### src/include/hspc_pkg.sv
// constants and types for the halt and standby power control block
`default_nettype none
package hspc_pkg;
    localparam int         ADDR_W      = 12;
    localparam logic [11:0] RESET_VECTOR = 12'h000;
    localparam int         SYNC_STAGES = 2;
    localparam int         T0_DIV      = 15;
    localparam logic [1:0] IRQ_NONE    = 2'h0;
    localparam logic [1:0] IRQ_ENABLED = 2'h1;

    typedef enum logic [3:0] {
        HSPC_RUN     = 4'h1,
        HSPC_HALT    = 4'h2,
        HSPC_WAKE    = 4'h4,
        HSPC_STANDBY = 4'h8
    } hspc_state_t;
endpackage : hspc_pkg
`default_nettype wire

### src/include/hspc_sync_if.sv
// synchronised pin levels passed from the input stage to the controller
`timescale 1ns/1ps
`default_nettype none
interface hspc_sync_if;
    logic reset_n;
    logic sleep_request_n;
    logic irq_n;
    logic event_count_in;
    modport src (output reset_n, output sleep_request_n, output irq_n,
                 output event_count_in);
    modport dst (input reset_n, input sleep_request_n, input irq_n,
                 input event_count_in);
endinterface : hspc_sync_if
`default_nettype wire

### src/rtl/hspc_sync.sv
// two-flop synchronisers for the asynchronous control pins
`timescale 1ns/1ps
`default_nettype none
module hspc_sync #(
    parameter int WIDTH = 4
) (
    input  wire logic             clk_i,
    input  wire logic             rst_i,
    input  wire logic [WIDTH-1:0] pins_i,
    hspc_sync_if.src              sync
);
    logic [WIDTH-1:0] meta_reg;
    logic [WIDTH-1:0] meta_next;
    logic [WIDTH-1:0] stable_reg;
    logic [WIDTH-1:0] stable_next;

    always_comb begin
        meta_next   = pins_i;
        stable_next = meta_reg;
    end

    // idle high for active-low pins, low for counter input
    always_ff @(posedge clk_i) begin
        if (rst_i) begin
            meta_reg   <= WIDTH'(4'h7);
            stable_reg <= WIDTH'(4'h7);
        end else begin
            meta_reg   <= meta_next;
            stable_reg <= stable_next;
        end
    end

    assign sync.reset_n         = stable_reg[0];
    assign sync.sleep_request_n = stable_reg[1];
    assign sync.irq_n           = stable_reg[2];
    assign sync.event_count_in  = stable_reg[3];
endmodule : hspc_sync
`default_nettype wire

### src/rtl/hspc_ctrl.sv
// halt and standby power controller of an 8-bit microcontroller
// What this block does
// - a halt instruction stops execution and enters halt mode.
// - in halt the base clock and the test0 divider keep running, the core is stopped.
// - register contents are kept unchanged throughout halt.
// - in halt the data bus keeps driving if output, floats if input.
// - an enabled test0 clock output keeps running through halt.
// - in halt the first event pulse still counts, the timer stays still.
// - after halt the event counter resumes from its kept value.
// - reset low ends halt, reinitialises and restarts at address 0.
// - interrupt low with irqs on ends halt, runs two more, then irq.
// - interrupt low with irqs off ends halt, resumes after halt.
// - standby stops all operation including the oscillator clock.
// - standby keeps only the on-chip ram contents.
// - reset release after standby reinitialises and starts at 0.
`timescale 1ns/1ps
`default_nettype none
module hspc_ctrl #(
    parameter int ADDR_W = hspc_pkg::ADDR_W,
    parameter int CNT_W  = 8
) (
    input  wire logic              clk_i,
    input  wire logic              rst_i,
    input  wire logic              reset_n_i,
    input  wire logic              sleep_request_n_i,
    input  wire logic              irq_n_i,
    input  wire logic              event_count_in_i,
    input  wire logic              halt_exec_i,
    input  wire logic              irq_enable_i,
    input  wire logic              counter_mode_i,
    input  wire logic              timer_run_i,
    input  wire logic              test0_clk_en_i,
    input  wire logic              bus_out_mode_i,
    input  wire logic              instr_done_i,
    input  wire logic [ADDR_W-1:0] halt_pc_i,
    output logic                   core_run_o,
    output logic                   core_reset_o,
    output logic                   osc_run_o,
    output logic                   ram_hold_o,
    output logic                   halted_o,
    output logic                   standby_o,
    output logic                   pin_park_o,
    output logic                   bus_drive_o,
    output logic                   latch_strobe_o,
    output logic                   prog_fetch_strobe_o,
    output logic                   read_strobe_o,
    output logic                   test0_clock_out_o,
    output logic                   irq_take_o,
    output logic                   resume_load_o,
    output logic [ADDR_W-1:0]      resume_pc_o,
    output logic                   timer_tick_o,
    output logic [CNT_W-1:0]       event_count_o
);
    hspc_sync_if s ();

    hspc_sync #(
        .WIDTH (4)
    ) u_sync (
        .clk_i  (clk_i),
        .rst_i  (rst_i),
        .pins_i ({event_count_in_i, irq_n_i, sleep_request_n_i,
                  reset_n_i}),
        .sync   (s)
    );

    hspc_pkg::hspc_state_t state_reg;
    hspc_pkg::hspc_state_t state_next;
    logic [1:0]            wake_left_reg;
    logic [1:0]            wake_left_next;
    logic                  irq_path_reg;
    logic                  irq_path_next;
    logic [ADDR_W-1:0]     pc_keep_reg;
    logic [ADDR_W-1:0]     pc_keep_next;
    logic [ADDR_W-1:0]     resume_pc_reg;
    logic [ADDR_W-1:0]     resume_pc_next;
    logic                  resume_reg;
    logic                  resume_next;
    logic                  irq_take_reg;
    logic                  irq_take_next;
    logic                  core_reset_reg;
    logic                  core_reset_next;

    // control state machine
    always_comb begin
        state_next      = state_reg;
        wake_left_next  = wake_left_reg;
        irq_path_next   = irq_path_reg;
        pc_keep_next    = pc_keep_reg;
        resume_pc_next  = resume_pc_reg;
        resume_next     = 1'b0;
        irq_take_next   = 1'b0;
        core_reset_next = !s.reset_n;
        unique case (state_reg)
            hspc_pkg::HSPC_RUN: begin
                if (!s.reset_n && !s.sleep_request_n) begin
                    state_next = hspc_pkg::HSPC_STANDBY;
                end else if (halt_exec_i && s.reset_n) begin
                    state_next   = hspc_pkg::HSPC_HALT;
                    pc_keep_next = halt_pc_i;
                end
            end
            hspc_pkg::HSPC_HALT: begin
                if (!s.reset_n) begin
                    state_next     = hspc_pkg::HSPC_RUN;
                    resume_pc_next = ADDR_W'(hspc_pkg::RESET_VECTOR);
                end else if (!s.irq_n) begin
                    state_next     = hspc_pkg::HSPC_RUN;
                    resume_next    = 1'b1;
                    resume_pc_next = ADDR_W'(pc_keep_reg + 1'b1);
                    irq_path_next  = irq_enable_i;
                    wake_left_next = 2'h2;
                    if (irq_enable_i) begin
                        state_next = hspc_pkg::HSPC_WAKE;
                    end
                end
            end
            hspc_pkg::HSPC_WAKE: begin
                if (!s.reset_n) begin
                    state_next     = hspc_pkg::HSPC_RUN;
                    resume_pc_next = ADDR_W'(hspc_pkg::RESET_VECTOR);
                end else if (instr_done_i) begin
                    wake_left_next = wake_left_reg - 2'h1;
                    if (wake_left_reg == 2'h1) begin
                        irq_take_next = irq_path_reg;
                        state_next    = hspc_pkg::HSPC_RUN;
                    end
                end
            end
            hspc_pkg::HSPC_STANDBY: begin
                core_reset_next = 1'b1;
                if (s.sleep_request_n && s.reset_n) begin
                    state_next     = hspc_pkg::HSPC_RUN;
                    resume_pc_next = ADDR_W'(hspc_pkg::RESET_VECTOR);
                    core_reset_next = 1'b0;
                end
            end
            default: begin
                state_next = hspc_pkg::HSPC_RUN;
            end
        endcase
    end

    always_ff @(posedge clk_i) begin
        if (rst_i) begin
            state_reg      <= hspc_pkg::HSPC_RUN;
            wake_left_reg  <= 2'h0;
            irq_path_reg   <= 1'b0;
            pc_keep_reg    <= '0;
            resume_pc_reg  <= '0;
            resume_reg     <= 1'b0;
            irq_take_reg   <= 1'b0;
            core_reset_reg <= 1'b1;
        end else begin
            state_reg      <= state_next;
            wake_left_reg  <= wake_left_next;
            irq_path_reg   <= irq_path_next;
            pc_keep_reg    <= pc_keep_next;
            resume_pc_reg  <= resume_pc_next;
            resume_reg     <= resume_next;
            irq_take_reg   <= irq_take_next;
            core_reset_reg <= core_reset_next;
        end
    end

    // pin parking, test0 clock, timer and event counter
    logic             halt_now;
    logic             sleep_request_n_now;
    logic [3:0]       div_reg;
    logic [3:0]       div_next;
    logic             t0_reg;
    logic             t0_next;
    logic             ev_last_reg;
    logic             ev_last_next;
    logic             ev_halt_seen_reg;
    logic             ev_halt_seen_next;
    logic [CNT_W-1:0] count_reg;
    logic [CNT_W-1:0] count_next;
    logic             tick_reg;
    logic             tick_next;
    logic             bus_reg;
    logic             bus_next;
    logic             ale_reg;
    logic             ale_next;
    logic             fetch_reg;
    logic             fetch_next;
    logic             rd_reg;
    logic             rd_next;
    logic             ev_rise;

    always_comb begin
        halt_now = (state_next == hspc_pkg::HSPC_HALT);
        sleep_request_n_now = (state_next == hspc_pkg::HSPC_STANDBY);
        ev_rise  = s.event_count_in && !ev_last_reg;
        div_next = div_reg;
        t0_next  = t0_reg;
        tick_next = 1'b0;
        count_next = count_reg;
        ev_last_next = s.event_count_in;
        ev_halt_seen_next = halt_now ? ev_halt_seen_reg : 1'b0;
        if (!sleep_request_n_now) begin
            if (div_reg == 4'(hspc_pkg::T0_DIV - 1)) begin
                div_next  = 4'h0;
                t0_next   = !t0_reg;
                tick_next = timer_run_i && !counter_mode_i && !halt_now;
            end else begin
                div_next = div_reg + 4'h1;
            end
        end
        if (counter_mode_i && ev_rise && !sleep_request_n_now) begin
            if (!halt_now) begin
                count_next = count_reg + 1'b1;
            end else if (!ev_halt_seen_reg) begin
                count_next        = count_reg + 1'b1;
                ev_halt_seen_next = 1'b1;
            end
        end
        bus_next   = bus_out_mode_i && !sleep_request_n_now;
        ale_next   = !(halt_now || sleep_request_n_now);
        fetch_next = 1'b1;
        rd_next    = 1'b1;
    end

    always_ff @(posedge clk_i) begin
        if (rst_i) begin
            div_reg          <= 4'h0;
            t0_reg           <= 1'b0;
            ev_last_reg      <= 1'b0;
            ev_halt_seen_reg <= 1'b0;
            count_reg        <= '0;
            tick_reg         <= 1'b0;
            bus_reg          <= 1'b0;
            ale_reg          <= 1'b0;
            fetch_reg        <= 1'b1;
            rd_reg           <= 1'b1;
        end else begin
            div_reg          <= div_next;
            t0_reg           <= t0_next;
            ev_last_reg      <= ev_last_next;
            ev_halt_seen_reg <= ev_halt_seen_next;
            count_reg        <= count_next;
            tick_reg         <= tick_next;
            bus_reg          <= bus_next;
            ale_reg          <= ale_next;
            fetch_reg        <= fetch_next;
            rd_reg           <= rd_next;
        end
    end

    // status outputs registered from the next-state decode
    logic run_reg;
    logic run_next;
    logic osc_reg;
    logic osc_next;
    logic t0o_reg;
    logic t0o_next;

    always_comb begin
        run_next = (state_next == hspc_pkg::HSPC_RUN ||
                    state_next == hspc_pkg::HSPC_WAKE) && s.reset_n;
        osc_next = (state_next != hspc_pkg::HSPC_STANDBY);
        t0o_next = test0_clk_en_i && t0_next && osc_next;
    end

    always_ff @(posedge clk_i) begin
        if (rst_i) begin
            run_reg <= 1'b0;
            osc_reg <= 1'b1;
            t0o_reg <= 1'b0;
        end else begin
            run_reg <= run_next;
            osc_reg <= osc_next;
            t0o_reg <= t0o_next;
        end
    end

    assign core_run_o          = run_reg;
    assign core_reset_o        = core_reset_reg;
    assign osc_run_o           = osc_reg;
    assign ram_hold_o          = state_reg[3];
    assign halted_o            = state_reg[1];
    assign standby_o           = state_reg[3];
    assign pin_park_o          = !ale_reg;
    assign bus_drive_o         = bus_reg;
    assign latch_strobe_o      = ale_reg;
    assign prog_fetch_strobe_o = fetch_reg;
    assign read_strobe_o       = rd_reg;
    assign test0_clock_out_o   = t0o_reg;
    assign irq_take_o          = irq_take_reg;
    assign resume_load_o       = resume_reg;
    assign resume_pc_o         = resume_pc_reg;
    assign timer_tick_o        = tick_reg;
    assign event_count_o       = count_reg;
endmodule : hspc_ctrl
`default_nettype wire

### config.mk
export PLATFORM = sky130hd
export DESIGN_NAME = hspc_ctrl
export DESIGN_NICKNAME = d
export VERILOG_FILES = /design/src/include/hspc_pkg.sv /design/src/include/hspc_sync_if.sv /design/src/rtl/hspc_sync.sv /design/src/rtl/hspc_ctrl.sv
export SDC_FILE = /design/constraint.sdc
export NUM_CORES = 1
export LEC_CHECK = 0
export ABC_AREA = 1
export ABC_CLOCK_PERIOD_IN_PS = 2180
export BUFFER_PORTS_ARGS = -buffer_cell sky130_fd_sc_hd__buf_2
export CORE_ASPECT_RATIO = 1.25
export CORE_UTILIZATION = 50
export CTS_BUF_LIST = sky130_fd_sc_hd__clkbuf_16
export DETAILED_ROUTE_END_ITERATION = 7
export PLACE_DENSITY = 0.74
export SKIP_LAST_GASP = 1
export SYNTH_ARGS = -nofsm -noshare
export SYNTH_HDL_FRONTEND = slang
export SYNTH_SLANG_ARGS = --single-unit
export TNS_END_PERCENT = 100
### constraint.sdc
create_clock -name clk_i -period 2.18 [get_ports clk_i]
set_input_delay 0.436 -clock clk_i [delete_from_list [all_inputs] [get_ports clk_i]]
set_output_delay 0.436 -clock clk_i [all_outputs]
set_load 0.02 [all_outputs]
* After elaboration in Yosys (flattened, before gate mapping)
Cells that the tools add are included.
** Word-level totals
- Output and inout bits :: 35
- Bits in registers :: 63
- Input bits :: 25
- Word-level logic and storage cells :: 117
** Cells by class
- Bitwise logic cells :: 8
- Muxes and demuxes :: 32
- Reductions and logical operators :: 33
- Add/sub/neg operators :: 4
- Equality and inequality tests :: 19
** Operator list (count)
- two-way mux 12 bit :: 4
- two-way mux 4 bit :: 9
- case mux 12 bit (3 select lines) :: 1
- two-way mux 8 bit :: 2
- case mux 4 bit (4 select lines) :: 1
- adder 12 x 1 -> 12 bit (second input constant) :: 1
- == test 4 bit (second input constant) :: 3
- logical AND 1 bit :: 12
- inequality test 2 bit (second input constant) :: 5
- zero test 1 bit :: 9
- two-way mux 1 bit :: 9
- adder 8 x 1 -> 8 bit (second input constant) :: 1
- == test 4 x 1 -> 1 bit (second input constant) :: 2
- == test 4 x 2 -> 1 bit (second input constant) :: 2
- == test 4 x 3 -> 1 bit (second input constant) :: 2
- two-way mux 2 bit :: 4
- NOT 1 bit :: 8
- AND reduction 3 bit :: 2
- OR reduction 3 bit :: 2
- AND reduction 5 bit :: 1
- OR reduction 5 bit :: 1
- adder 4 x 1 -> 4 bit (second input constant) :: 1
- inequality test 2 x 1 -> 1 bit (second input constant) :: 2
- inequality test 4 bit (second input constant) :: 1
- other kinds (10) :: 11

* Depth between registers and ports, before layout
Gate-level depths: netlist (run 1).
- Depth after elaboration :: 10
- Gate-level depth with buffers :: 10
- Gate-level depth less buffers :: 10

* Cells and area by module
From an unflattened synthesis (run 1), not the netlist that was laid out.
** Unflattened totals
- Cells, all modules :: 377
- Area, all modules :: 2773.9 um2
** Modules (own cells, without submodules)
- hspc_ctrl :: area an instance 2547.4 um2, seq. area each 1101.1 um2, cells each 352, times used 1
- hspc_sync :: area an instance 226.5 um2, seq. area each 160.2 um2, cells each 25, times used 1

* Worst setup path before layout (run 1)
OpenSTA, ideal clock, no wires.
- Path type :: reg-to-reg
- Start :: reg state_reg[1]
- End :: reg resume_pc_reg[10], in the netlist resume_pc_o[10]
- Setup slack :: 0.714 ns
- Required time :: 2.047 ns
- Arrival time :: 1.333 ns
- Buffers on the path :: 1
- Cell stages (with the launch flop) :: 9
- Setup time :: 0.133 ns
- Clock period less this slack :: 1.466 ns
- Cells stage by stage :: dfxtp_1 > inv_1 > nor2_1 > nand2_1 > nand3_1 > nand3_2 > buf_4 > nand2_1 > a21oi_1
** On the way
- Cells in the longest elaborated chain, start to end :: 3
- Elaborated cells on any way between the ends :: 9
- Those cells by class :: eq/ne: 6; mux: 1; reduce/logical: 2
** RTL lines
- start: declaration :: line hspc_ctrl.sv:66 : hspc_pkg::hspc_state_t state_reg;
- start signal: assignment :: line hspc_ctrl.sv:145 : state_reg <= hspc_pkg::HSPC_RUN;
- start signal: assignment :: line hspc_ctrl.sv:154 : state_reg <= state_next;
- == test 4 x 2 -> 1 bit, or another cell as far along :: line hspc_ctrl.sv:93 : unique case (state_reg)
- inequality test 3 bit (no source line), or another cell as far along
- AND reduction 4 bit (no source line)
- end signal: assignment :: line hspc_ctrl.sv:158 : resume_pc_reg <= resume_pc_next;
- end: declaration :: line hspc_ctrl.sv:74 : logic [ADDR_W-1:0] resume_pc_reg;
Parallel ways exist; a longest one is shown, timed or not.
A chain may end at the register's enable or synchronous reset.

* Worst setup path after layout (run 1)
- Start :: reg state_reg[3]
- End :: reg count_reg[7], in the netlist event_count_o[7]
** On the way
- Cells in the longest elaborated chain, start to end :: 8
- Elaborated cells on any way between the ends :: 20
- Those cells by class :: eq/ne: 7; mux: 10; reduce/logical: 3
** RTL lines
- two-way mux 4 bit :: line hspc_ctrl.sv:123 : if (wake_left_reg == 2'h1) begin
- two-way mux 4 bit :: line hspc_ctrl.sv:121 : end else if (instr_done_i) begin
- two-way mux 4 bit :: line hspc_ctrl.sv:118 : if (!s.reset_n) begin
- case mux 4 bit (4 select lines) (*) :: line hspc_ctrl.sv:93
- == test 4 bit :: line hspc_ctrl.sv:192 : sleep_request_n_now = (state_next == hspc_pkg::HSPC_STANDBY);
- zero test 1 bit :: line hspc_ctrl.sv:209 : if (counter_mode_i && ev_rise && !sleep_request_n_now) begin
- logical AND 1 bit :: line hspc_ctrl.sv:209
- AND reduction 2 bit (no source line)
- end signal: assignment :: line hspc_ctrl.sv:240 : count_reg <= count_next;
- end: declaration :: line hspc_ctrl.sv:176 : logic [CNT_W-1:0] count_reg;
Every way passes the cells marked *; elsewhere a longest branch is shown, timed or not.

==> results of run 1 <==
## layer usage
metal | vias up | track usage
li1 | 1331 | -
met1 | 1112 | 0.261
met2 | 79 | 0.410
met3 | 21 | 0.0659
met4 | 0 | 0.136
met5 | - | 0
## worst max-delay path, cell delays in order, from the launching register on
cell and delay (ns):
dfxtp_1 0.48, inv_1 0.12, nand2_1 0.15, nor2_4 0.06
nand2_2 0.23, nand2_4 0.13, nand2_4 0.15, nand2_4 0.10
nand2_1 0.09, a21oi_2 0.05
## layout make-up
class | instances | area [sq um]
clock inverter | 7 | 56.3
tap | 62 | 77.6
clock buffer | 9 | 225
inverter | 43 | 161
multi-input combinational | 259 | 1290
timing repair buffer | 59 | 300
fill | 471 | 1850
sequential | 63 | 1260
## power by group
part | total (mW) | internal, mW | switching (mW)
registers | 1.24 | 1.20 | 0.0408
logic | 0.225 | 0.0789 | 0.146
clock network | 1.34 | 0.864 | 0.474
## final timing paths
check / start / endpoint / slack, ns / cells past startpoint
setup reg to reg: state_reg[3] / event_count_o[7] / 0.50 / 9
setup / recovery: state_reg[3] / event_count_o[7] / 0.50 / 9
hold / removal: sleep_request_n_i / u_sync.meta_reg[1] / 0.30 / 2
hold reg to reg: u_sync.meta_reg[1] / u_sync.stable_reg[1] / 0.41 / 1
## metrics by stage
step / utilization / instance area [sq um] / std cells
3_3_place_gp: 0.592 / 3090 / 486
5_1_grt: 0.646 / 3370 / 502
4_1_cts: 0.646 / 3370 / 502
6_report: 0.646 / 3370 / 502
3_5_place_dp: 0.592 / 3090 / 486
2_1_floorplan: - / 2780 / 377
## synthesized netlist by cell type (4+ instances only)
| master | n |
|---|---|
| dfxtp_1 | 63 |
| nor3_1 | 5 |
| o21ai_0 | 19 |
| inv_1 | 40 |
| clkbuf_1 | 5 |
| buf_4 | 4 |
| a21oi_1 | 38 |
| nand2_4 | 4 |
| nor2_1 | 31 |
| nand2_1 | 89 |
| nand3_1 | 32 |
| nand4_1 | 5 |
| or2_2 | 7 |
## cell families after synthesis
group / after synthesis / synth area share
adders and majority gates: 3 / 0.0135
and+or+nand+nor: 185 / 0.312
other: 1 / 0.00135
buffers and inverters: 55 / 0.0812
AOI/OAI and AO/OA: 66 / 0.128
DFF: 63 / 0.455
xor gates and xnor gates: 3 / 0.00947
==> reports/results.tsv, run 1 <==
metric	value	unit
Die ar.	5850	sq um
Synth cell types	34	
Tmin final	1.68	ns
Final Skew	0.00450	ns
most frequent cells in the layout	nand2_1, dfxtp_1, buf_2, inv_1, a21oi_1	
GP Congestion	0.918	
initial core utilization	0.531	
final net count	463	
GR Overflow Total	0	
status	finished clean	
Final setup viols	0	
most common cell after layout, fill and taps aside	nand2_1	
initial antenna violation count	0	
1st-pass router iterations	4	
total power	2.81	mW
DRT antenna net count	0	
number of synthesized flops with an enable pin	0	
via count	2543	
setup TNS	0	ns
hpwl dp	4500	um
Crit Path Category	reg2reg	
VDD IR max	0.520	mV
Rows	29	
Ys Warns	0	
Synth Register Bits	63	
via/cell ratio	5.07	
Area Overhead vs Synth	21.6	%
chip width	68.6	um
CTS Sinks	63	
# IOs	60	
hold_buf cts	0	
die height	85.3	um
required time worst endpoint	2.37	ns
Slew @ Worst Pin	0.653	ns
sequential area share after synthesis	0.455	
Synth area leader	dfxtp_1	
final hold viol count	0	
final worst-path cycle share	0.773	
Max transition margin	0.564	
GRT Total Usage	0.242	
diode count	0	
share of layout cells above drive strength 1	0.220	
pwr dens	832	nW/um^2
crit-path max FO	15	
Worst-path clk slew	0.05	ns
pin count of the biggest net entering global routing	37	
Syn Inst Count	376	
WP data arrival	1.88	ns
worst skew pair latency	0.32	ns
Post-Place Setup Slack	0.503	ns
total CTS buffers	9	
CTS Root Cell	clkbuf_16	
top post-synthesis cells by area	dfxtp_1, nand2_1, a21oi_1	
DRT Wirelength	6340	um
core area	5230	sq um
clock buffer depth	2	
DR top layer	met4	
Slew Limit Fails	0	
Avg Inst Size Synth	7.38	sq um
dominant synthesized flop cell	dfxtp_1	
cell area after synthesis	2770	sq um
PnR worst setup slack	0.496	ns
CTS-repair resized insts	0	
max cap viols	0	
setup bufs post-CTS	0	
M1 WL	2710	um
Worst Setup End Kind	register	
Async SR Flop Fraction	0	
RSZ-0062 raised after global routing	no	
number of global-route vias before repair	2444	
hold slack	0.295	ns
wire length on met3	291	um
CP startpoint kind	register	
TritonCTS clock tree	yes	
Leak	1.52	nW
f_max	594	MHz
wire per inst	12.6	um
first-pass GRT wire length	10400	um
DRC violations left	0	
Hold WC Path Type	in2reg	
initial drt markers	132	
DR WL met2	3140	um
Synth top area share	0.455	
port bufs	57	
# H-tree levels	3	
Power figures use the tool's default switching activity.
==> inputs of run 2 (changes only) <==
--- a/config.mk
+++ b/config.mk
@@ -5,14 +5,14 @@
 export SDC_FILE = /design/constraint.sdc
 export NUM_CORES = 1
 export LEC_CHECK = 0
-export ABC_AREA = 1
-export ABC_CLOCK_PERIOD_IN_PS = 2180
+export ABC_AREA = 0
+export ABC_CLOCK_PERIOD_IN_PS = 1400
 export BUFFER_PORTS_ARGS = -buffer_cell sky130_fd_sc_hd__buf_2
 export CORE_ASPECT_RATIO = 1.25
-export CORE_UTILIZATION = 50
+export CORE_UTILIZATION = 49
 export CTS_BUF_LIST = sky130_fd_sc_hd__clkbuf_16
 export DETAILED_ROUTE_END_ITERATION = 7
-export PLACE_DENSITY = 0.74
+export PLACE_DENSITY = 0.75
 export SKIP_LAST_GASP = 1
 export SYNTH_ARGS = -nofsm -noshare
 export SYNTH_HDL_FRONTEND = slang
==> constraint.sdc (replaced) <==
create_clock -name clk_i -period 1.4 [get_ports clk_i]
set_input_delay 0.28 -clock clk_i [delete_from_list [all_inputs] [get_ports clk_i]]
set_output_delay 0.28 -clock clk_i [all_outputs]
set_load 0.02 [all_outputs]
==> run 2 against run 1 <==
The flow now finishes with violations (negative setup slack). Global-route usage up 3.5 points. Synthesized area up 7.1%. Cell area rose by 35%. Clock power is 76% higher. Die area up 9.0%. Wire length is 49% higher. Worst setup slack got worse by 0.84 ns. Count of clock-buffer cells in the layout is the same. Flip-flop and latch count did not move. Via count rose by 17%. Critical endpoint is now state_reg[2]. Largest cell class unchanged. Highest routed layer unchanged.
==> reports/results.tsv, run 2 <==
metric	value	unit	change
share of layout cells above drive strength 1	0.463		+0.242
setup TNS	-12.74	ns	-12.74 ns
Synth area leader	dfxtp_1		
via/cell ratio	5.83		+15%
top-count cell post-synth	dfxtp_1		
TritonCTS clock tree	yes		
Worst Min Path Start	reset_n_i		
# H-tree levels	3		unchanged
diode count	0		unchanged
CTS Root Cell	clkbuf_16		
wire per inst	18.5	um	+47%
pin count of the biggest net entering global routing	16		-57%
port bufs	57		unchanged
CP startpoint kind	register		
PnR worst setup slack	-0.342	ns	-0.837 ns
VDD IR max	0.798	mV	+53%
max cap viols	0		unchanged
Post-Place Setup Slack	-0.301	ns	-0.804 ns
hold slack	0.126	ns	-0.169 ns
Worst-path clk slew	0.06	ns	about the same
GRT Total Usage	0.277		+0.0354
GR Overflow Total	0		unchanged
Slew Limit Fails	0		unchanged
Synth cell types	58		+71%
initial antenna violation count	0		unchanged
Die ar.	6380	sq um	+9.0%
hpwl dp	4820	um	+7.2%
most frequent cells in the layout	dfxtp_1, buf_2, buf_4, inv_1, nor2_1		
final hold viol count	0		unchanged
Storage cell area	1280	sq um	+1.5%
area of the multi-input gates	1790	sq um	+39%
cell area after synthesis	2970	sq um	+7.1%
top cells by count, synth	dfxtp_1, inv_1, nor2_1, mux2i_1, a21oi_1		
Final Skew	0.00525	ns	+0.000744 ns
final worst-path cycle share	1.24		+0.471
total CTS buffers	9		unchanged
core area	5820	sq um	+11%
chip width	71.6	um	+4.4%
Syn Inst Count	319		-15%
worst path cell trace	or4b_4 > buf_8 > or3_4 > a21boi_4		
FF-to-FF Start	state_reg[3]		
# fillers	337		-28%
Async SR Flop Fraction	0		unchanged
first-pass GRT wire length	13300	um	+27%
initial drt markers	268		+100%
number of global-route vias before repair	2826		+16%
pwr dens	1100	nW/um^2	+32%
DRC violations left	0		unchanged
Crit Path Category	reg2reg		
Ys Warns	0		unchanged
Leak	1.86	nW	+22%
1st-pass router iterations	6		+2
worst skew pair latency	0.34	ns	+0.02 ns
Area Overhead vs Synth	52.9	%	
Rows	31		+6.9%
most common cell after layout, fill and taps aside	dfxtp_1		
Worst setup startpoint	state_reg[3]		
failing checks	negative setup slack		
top post-synthesis cells by area	dfxtp_1, mux2i_1, inv_1		
f_max	574	MHz	-3.3%
Avg Inst Size Synth	9.31	sq um	+26%
WP data arrival	2.00	ns	+0.12 ns
DP Area	3720	sq um	+20%
# IOs	60		unchanged
Final setup viols	55		+55
number of synthesized flops with an enable pin	0		unchanged
post-route cell area	4540	sq um	+35%
Synth Register Bits	63		unchanged
dominant synthesized flop cell	dfxtp_1		
Hold WC Path Type	in2reg		
CTS Sinks	63		unchanged
GP Congestion	0.807		-12%
slowest stage cell, crit path	or4b_4		
crit-path max FO	8		-7
via count	2968		+17%
sequential area share after synthesis	0.425		-0.0301
DRT antenna net count	0		unchanged
status	finished with violations		
die height	89.1	um	+4.4%
RSZ-0062 raised after global routing	yes		
Worst Setup End Kind	register		
clock buffer depth	2		unchanged
largest stage delay on the critical path	0.61	ns	+0.13 ns
Synth top area share	0.425		-0.0301
Tmin final	1.74	ns	+0.0573 ns
DRT Wirelength	9440	um	+49%
final net count	466		+0.65%
required time worst endpoint	1.66	ns	-0.71 ns
initial core utilization	0.511		-0.0204
-- run 2: cell count changes after synthesis, moves of 8 or more --
cell / delta
nor4_1: +11
inv_1: -16
a21oi_1: -24
nand2_1: -79
nor2b_1: +9
mux2i_1: +16
o32ai_1: +8
nand3_1: -22
-- run 2: cell type report --
cell class / count / area share
Multi-Input combinational cell: 210 / 0.395
Inverter: 25 / 0.0207
Timing Repair Buffer: 129 / 0.216
Tap cell: 66 / 0.0182
Clock inverter: 7 / 0.0193
Sequential cell: 63 / 0.282
Clock buffer: 9 / 0.0496
-- run 2: logic make-up after synthesis --
family | count (synthesis) | synth area share
AO/OA/AOI/OAI | 54 | 0.129
XOR/XNOR | 11 | 0.0324
adder cells (fa/ha/maj) | 3 | 0.0126
buffers and inverters | 48 | 0.0792
flip-flops | 63 | 0.425
multiplexers | 21 | 0.0729
other | 1 | 0.00126
AND/OR/NAND/NOR | 118 | 0.248
-- run 2: report_power, final --
group          switching, mW  leakage (nW)  internal [mW]
combinational          0.337          1.20          0.354
clock                  0.821         0.147           1.54
sequential            0.0734         0.515           1.86
-- run 2: worst max-delay path, delay by kind of cell, from the launching register on --
kind                   cells  cell delay [ns]
and+or+nand+nor            2             0.97
DFF                        1             0.37
buffers and inverters      1             0.18
AOI/OAI and AO/OA          1             0.15
-- run 2: routing by layer --
layer  track usage  routed length, um
met1         0.269               3580
met2         0.516               5020
met3        0.0699                449
met4         0.191                399
met5             0                  0
-- run 2: repair_timing --
item / 4_1_cts / 5_1_grt
buffers inserted: 13 / 5
gates resized for setup: 44 / 31
gates cloned: 2 / 1
pin swaps: 18 / 8
hold buffers: 0 / 0
endpoints found under the setup margin: 48 / 55
-- run 2: metrics by stage --
| step | utilization | total power [mW] | instances |
|---|---|---|---|
| 2_1_floorplan | - | 2.26 | 320 |
| 3_3_place_gp | 0.639 | 2.44 | 472 |
| 3_5_place_dp | 0.639 | 2.46 | 472 |
| 4_1_cts | 0.748 | 4.89 | 503 |
| 5_1_grt | 0.781 | 5.10 | 509 |
| 6_report | 0.781 | 4.98 | 509 |
-- run 2: final timing paths --
check	endpoint	slack, ns	cells past startpoint
max	state_reg[2]	-0.34	4
min	u_sync.meta_reg[0]	0.13	2
max reg2reg	state_reg[2]	-0.34	4
min reg2reg	u_sync.stable_reg[0]	0.42	1
